$ cat src/hdl/cis_pkg.sv
/*
  Constants for the comparator 0 input-selection register bank.
  Assumes a core-side special-function-register port with page and address.
*/
`default_nettype none

package cis_pkg;

  localparam logic [7:0] CIS_SFR_PAGE    = 8'h00;
  localparam logic [7:0] CIS_SFR_ADDR    = 8'h9f;
  localparam logic [7:0] CIS_RESET_VALUE = 8'hff;
  localparam logic [7:0] CIS_RDATA_IDLE  = 8'h00;

  // Select outputs after reset follow the all-ones register value.
  localparam logic [8:0] CIS_NEG_SEL_RESET = 9'h100;
  localparam logic [9:0] CIS_POS_SEL_RESET = 10'h200;

  localparam int CIS_NEG_MSB = 7;
  localparam int CIS_NEG_LSB = 4;
  localparam int CIS_POS_MSB = 3;
  localparam int CIS_POS_LSB = 0;

  // Source one-hot widths and positions.
  localparam int CIS_NEG_SRC_W = 9;
  localparam int CIS_POS_SRC_W = 10;

  localparam logic [3:0] CIS_CODE_PIN0  = 4'h0;
  localparam logic [3:0] CIS_CODE_PIN1  = 4'h1;
  localparam logic [3:0] CIS_CODE_PIN2  = 4'h2;
  localparam logic [3:0] CIS_CODE_PIN3  = 4'h3;
  localparam logic [3:0] CIS_CODE_P1_A  = 4'h6;
  localparam logic [3:0] CIS_CODE_P1_B  = 4'h7;
  localparam logic [3:0] CIS_CODE_TOUCH = 4'hc;
  localparam logic [3:0] CIS_CODE_HALF  = 4'hd;
  localparam logic [3:0] CIS_CODE_SUP_A = 4'he;
  localparam logic [3:0] CIS_CODE_SUP_B = 4'hf;

endpackage

`default_nettype wire

$ cat src/hdl/cis_comparator0_input_select.sv
/*
  Comparator 0 input-selection register and its decoded mux selects.
  Assumes the core presents one-cycle SFR read/write strobes with page
  and address; reads return data on the cycle after the strobe.
  Assumes the analog switches outside this block close on a one-hot
  select and open on an all-zero select, and that the page and address
  are stable while a strobe is high.
*/
`default_nettype none

module cis_comparator0_input_select (
  input  wire logic       ref_clk,     // Core clock, 250 MHz.
  input  wire logic       sys_rst,     // Asynchronous reset, active high.
  input  wire logic [7:0] sfr_page,    // Current SFR page.
  input  wire logic [7:0] sfr_addr,    // SFR address.
  input  wire logic       sfr_wr,      // Write strobe, one cycle.
  input  wire logic       sfr_rd,      // Read strobe, one cycle.
  input  wire logic [7:0] sfr_wdata,   // Write data.
  output logic      [7:0] sfr_rdata,   // Read data, valid after sfr_rd.
  output logic            sfr_rvalid,  // Read data valid pulse.
  output logic      [8:0] neg_sel,     // One-hot negative source select.
  output logic      [9:0] pos_sel      // One-hot positive source select.
);

  // Stored selection word.
  logic [7:0] comparator0_input_select_reg_q;
  logic [7:0] comparator0_input_select_reg_d;

  // Read port state.
  logic [7:0] sfr_rdata_q;
  logic [7:0] sfr_rdata_d;
  logic       sfr_rvalid_q;
  logic       sfr_rvalid_d;

  // Registered switch selects.
  logic [8:0] neg_sel_q;
  logic [8:0] neg_sel_d;
  logic [9:0] pos_sel_q;
  logic [9:0] pos_sel_d;

  // Decode helpers.
  logic       hit;
  logic [3:0] negative_input_selector;
  logic [3:0] positive_input_selector;

  // Address decode shared by the write and the read path.
  always_comb begin
    hit = (sfr_page == cis_pkg::CIS_SFR_PAGE) &&
          (sfr_addr == cis_pkg::CIS_SFR_ADDR);
  end

  // A hitting write replaces all eight bits at once.
  always_comb begin
    comparator0_input_select_reg_d = comparator0_input_select_reg_q;
    if (hit && sfr_wr) begin
      comparator0_input_select_reg_d = sfr_wdata;
    end
  end

  always_ff @(posedge ref_clk or posedge sys_rst) begin
    if (sys_rst) begin
      comparator0_input_select_reg_q <= cis_pkg::CIS_RESET_VALUE;
    end else begin
      comparator0_input_select_reg_q <= comparator0_input_select_reg_d;
    end
  end

  // The read samples the stored word before any write of the same cycle,
  // so a read beside a write returns the old selection, never a mix.
  always_comb begin
    sfr_rvalid_d = hit && sfr_rd;
    sfr_rdata_d  = sfr_rdata_q;
    if (hit && sfr_rd) begin
      sfr_rdata_d = comparator0_input_select_reg_q;
    end else if (sfr_rd) begin
      sfr_rdata_d = cis_pkg::CIS_RDATA_IDLE;
    end
  end

  always_ff @(posedge ref_clk or posedge sys_rst) begin
    if (sys_rst) begin
      sfr_rdata_q  <= cis_pkg::CIS_RDATA_IDLE;
      sfr_rvalid_q <= 1'b0;
    end else begin
      sfr_rdata_q  <= sfr_rdata_d;
      sfr_rvalid_q <= sfr_rvalid_d;
    end
  end

  // Selects follow the new register value so they change with the write.
  // Only one switch of each multiplexer may close at a time: two closed
  // switches would short two sources together, so the selects are one-hot.
  // Reserved codes leave every switch of that multiplexer open; the stored
  // code still reads back unchanged.
  always_comb begin
    negative_input_selector = comparator0_input_select_reg_d[
      cis_pkg::CIS_NEG_MSB:cis_pkg::CIS_NEG_LSB];
    positive_input_selector = comparator0_input_select_reg_d[
      cis_pkg::CIS_POS_MSB:cis_pkg::CIS_POS_LSB];
    neg_sel_d = 9'h000;
    pos_sel_d = 10'h000;
    case (negative_input_selector)
      cis_pkg::CIS_CODE_PIN0: begin
        neg_sel_d = 9'h001; // Port 0 pin 1.
      end
      cis_pkg::CIS_CODE_PIN1: begin
        neg_sel_d = 9'h002; // Port 0 pin 3.
      end
      cis_pkg::CIS_CODE_PIN2: begin
        neg_sel_d = 9'h004; // Port 0 pin 5.
      end
      cis_pkg::CIS_CODE_PIN3: begin
        neg_sel_d = 9'h008; // Port 0 pin 7.
      end
      cis_pkg::CIS_CODE_P1_A: begin
        neg_sel_d = 9'h010; // Port 1 pin 5.
      end
      cis_pkg::CIS_CODE_TOUCH: begin
        neg_sel_d = 9'h020; // Touch-sense reference.
      end
      cis_pkg::CIS_CODE_HALF: begin
        neg_sel_d = 9'h040; // Half supply.
      end
      cis_pkg::CIS_CODE_SUP_A: begin
        neg_sel_d = 9'h080; // Digital supply.
      end
      cis_pkg::CIS_CODE_SUP_B: begin
        neg_sel_d = 9'h100; // Ground.
      end
      default: begin
        neg_sel_d = 9'h000;
      end
    endcase
    case (positive_input_selector)
      cis_pkg::CIS_CODE_PIN0: begin
        pos_sel_d = 10'h001; // Port 0 pin 0.
      end
      cis_pkg::CIS_CODE_PIN1: begin
        pos_sel_d = 10'h002; // Port 0 pin 2.
      end
      cis_pkg::CIS_CODE_PIN2: begin
        pos_sel_d = 10'h004; // Port 0 pin 4.
      end
      cis_pkg::CIS_CODE_PIN3: begin
        pos_sel_d = 10'h008; // Port 0 pin 6.
      end
      cis_pkg::CIS_CODE_P1_A: begin
        pos_sel_d = 10'h010; // Port 1 pin 4.
      end
      cis_pkg::CIS_CODE_P1_B: begin
        pos_sel_d = 10'h020; // Port 1 pin 6.
      end
      cis_pkg::CIS_CODE_TOUCH: begin
        pos_sel_d = 10'h040; // Touch-sense reference.
      end
      cis_pkg::CIS_CODE_HALF: begin
        pos_sel_d = 10'h080; // Half supply.
      end
      cis_pkg::CIS_CODE_SUP_A: begin
        pos_sel_d = 10'h100; // Battery supply.
      end
      cis_pkg::CIS_CODE_SUP_B: begin
        pos_sel_d = 10'h200; // Main supply.
      end
      default: begin
        pos_sel_d = 10'h000;
      end
    endcase
  end

  // The reset selects match the decode of the all-ones reset word.
  always_ff @(posedge ref_clk or posedge sys_rst) begin
    if (sys_rst) begin
      neg_sel_q <= cis_pkg::CIS_NEG_SEL_RESET;
      pos_sel_q <= cis_pkg::CIS_POS_SEL_RESET;
    end else begin
      neg_sel_q <= neg_sel_d;
      pos_sel_q <= pos_sel_d;
    end
  end

  assign sfr_rdata  = sfr_rdata_q;
  assign sfr_rvalid = sfr_rvalid_q;
  assign neg_sel    = neg_sel_q;
  assign pos_sel    = pos_sel_q;

endmodule

`default_nettype wire

$ cat config.mk
export PLATFORM = sky130hd
export DESIGN_NAME = cis_comparator0_input_select
export DESIGN_NICKNAME = d
export VERILOG_FILES = /design/src/hdl/cis_pkg.sv /design/src/hdl/cis_comparator0_input_select.sv
export SDC_FILE = /design/constraint.sdc
export NUM_CORES = 1
export LEC_CHECK = 0
export ABC_AREA = 1
export BUFFER_PORTS_ARGS = -buffer_cell sky130_fd_sc_hd__buf_2
export CELL_PAD_IN_SITES_DETAIL_PLACEMENT = 0
export CELL_PAD_IN_SITES_GLOBAL_PLACEMENT = 1
export CORE_AREA = 3 3 72 74
export CTS_CLUSTER_SIZE = 30
export DETAILED_ROUTE_END_ITERATION = 8
export DIE_AREA = 0 0 75 77
export MAX_ROUTING_LAYER = met4
export PLACE_DENSITY = 0.83
export SLEW_MARGIN = 20
export SYNTH_ARGS = -nofsm -noshare
export SYNTH_HDL_FRONTEND = slang
export SYNTH_SLANG_ARGS = --single-unit
$ cat constraint.sdc
create_clock -name ref_clk -period 2.5 [get_ports ref_clk]
set_input_delay 0.5 -clock ref_clk [delete_from_list [all_inputs] [get_ports ref_clk]]
set_output_delay 0.5 -clock ref_clk [all_outputs]
set_load 0.005 [all_outputs]
==> reports/metrics.cfg <==
[setup_path]
rrSetupSlack_ps=1510
cp-start-kind=primary input
required_ps=2670
cp_max_fo=14
r2r_end=pos_sel[1]$_DFF_PP0_
r2r-start=comparator0_input_select_reg_q[3]$_DFF_PP1_
critPathKind=primary input to flip-flop
endpoint_kind=flip-flop
reg2regPathDepth=5
worstPathArrival_ps=1670

[layout]
synthToLayoutAreaGrowth_pct=24.6
num-fill-cells=459
drive_gt1_share_pct=36.7
finalInstanceArea_um2=2190
multi_input_comb_area_um2=663
diodes=0
utilization_pct=47.0
fin_nets=302
register_area_um2=913

[route]
routed_wl_um=3640
first_iter_violations=105
vias=1459
firstDrtPassIters=5
met2_length_um=1620
ant_nets=0
wl_met1_um=1660
avgViaCountPerCell=4.43
route.detailed.drc=0
top_layer=met4
wl_per_cell_um=11.0
wl_met3_um=269

[timing]
tns_ps=0
slew_headroom_pct=70.9
slew_viol_final=0
finClkSkew_ps=6.24
finalHoldViolCount=0
fin_ws_ps=993
rsz0062_at_grt=false
whs_ps=303
fmax_mhz=663
fin_crit_sh_pct=60.3
fin_crit_ps=1510
setup_viol=0
worstMarginPinSlew_ps=437

[min_path]
hold_class=primary input to async pin

[power]
p_leak_nw=1.18
p_per_area_nw_per_um2=521
ir_drop_v=0.000218

[floorplanning]
die_x_um=75
boundaryPins=56
placementRows=25
initial_core_util_pct=37.7
core_um2=4660
die_height_um=77
die_area_um2=5780

[clocking]
cts_resized=0
clkLatencyLatePin_ps=280
ctsHtreeMaxLevel=2
root_buffer=clkbuf_8
numCtsBuffers=5
numClockSinks=36
cts_hold_buf=0
clkTransAtPathRegs_ps=70
post_cts_buffers=0
cts_tree=built
ctsLongestPathBuffers=2

[yosys]
syn_area_um2=1760
yosysSeqAreaShare_pct=51.9
avgSynthCellArea_um2=8.18
ys_warn_count=0
syn_nets=243
synthDistinctLibCells=18
synth-xor-area-share_pct=0
synth.most_common_cell=nand2_1
synth_area_leaders=dfrtp_1 (37%), dfstp_2 (15%), nand2_1 (11%), inv_1 (8.5%), nor2_1 (6.4%)
synthArstFlopShare_pct=100
synthCells=215
synth_seq_cells=36
netlist.area_leader.share_pct=37.0
synth_area_leader_cell=dfrtp_1
ys_top_cells_by_count=nand2_1 (51), inv_1 (40), nor2_1 (30)
synth_compound_area_share_pct=2.84
synth-adder-area-share_pct=0
synthMuxAreaShare_pct=0
ys.flop_type=dfrtp_1
synth_top_family_by_area=simple AND/OR/NAND/NOR gates
synth_edf_count=0
synth-simple-area-share_pct=34.9

[global_route]
grt_max_degree=37
gr-total-overflow=0
grt_pass1_vias=1462
antenna_found_initial=0
grt_usage_pct=14.7
grt_pass1_wl_um=6290

[place]
numPortBuffers=55
pre_cts_slack_ps=697
dpl_cell_area_um2=2080
place_congestion=0.794
dp_hpwl_um=2830

[status]
status=finished clean

[run]
maxCapViolCount=0

## flip-flops by register name, summed over array words and instances (netlist names)
register                        cells
pos_sel                            10
sfr_rvalid                          1
comparator0_input_select_reg_q      8
neg_sel                             9
sfr_rdata                           8
## through the flow
stage / cells / power [mW]
after floorplan: 215 / 0.631
after global placement: 321 / 0.665
after detailed placement: 321 / 0.665
after CTS: 329 / 1.16
after global routing: 329 / 1.19
final: 329 / 1.14
## worst max-delay path: stages
cell     delay [ps]
buf_2           110
nor2_1          150
nand2_1         110
nor2_4          180
nand3_4         220
nand2_1         110
nand2_1          80
nand2_1         140
nor2_1           70
## cells by family (layout without fill, tap and decap cells)
group,count (synthesis),after routing
AND/OR/NAND/NOR,125,125
buffers and inverters,46,106
AO/OA/AOI/OAI,8,8
flip-flops,36,36
## placed cells by master (no fill, tap or decap), types with 8 or more instances in the layout
cell,instances
o22ai_1,8
dfrtp_1,26
nor2_1,30
inv_1,40
nand2_2,15
buf_2,55
nand2_1,51
nand4_1,13
dfstp_2,10
## area by class of cell
cell class / instances / share of cell area [%]
Clock buffer: 6 / 3.31
Tap cell: 54 / 3.08
Multi-Input combinational cell: 133 / 30.3
Timing Repair Buffer: 56 / 12.9
Sequential cell: 36 / 41.7
Inverter: 42 / 7.19
Clock inverter: 2 / 1.60
## worst max-delay path by stage
stage | from | end | cells after the start
2_1_floorplan | sfr_page[3] | neg_sel[0]$_DFF_PP0_ | 9
3_3_place_gp | sfr_page[3] | pos_sel[7]$_DFF_PP0_ | 9
3_5_place_dp | sfr_page[3] | pos_sel[7]$_DFF_PP0_ | 9
4_1_cts | sfr_page[3] | pos_sel[7]$_DFF_PP0_ | 9
5_1_grt | sfr_page[3] | pos_sel[6]$_DFF_PP0_ | 9
6_report | sfr_page[3] | pos_sel[7]$_DFF_PP0_ | 9
## routing by layer
metal  global-route usage [%]  vias up
li1                         -      771
met1                     18.9      636
met2                     20.7       46
met3                     4.46        6
met4                     6.94        0
met5                        -        -
## report_power, final
part	switching [mW]	total [mW]	internal [mW]
sequential	0.0000437	0.583	0.583
clock	0.193	0.489	0.296
combinational	0.0453	0.0703	0.0250
Power figures use the tool's default switching activity.
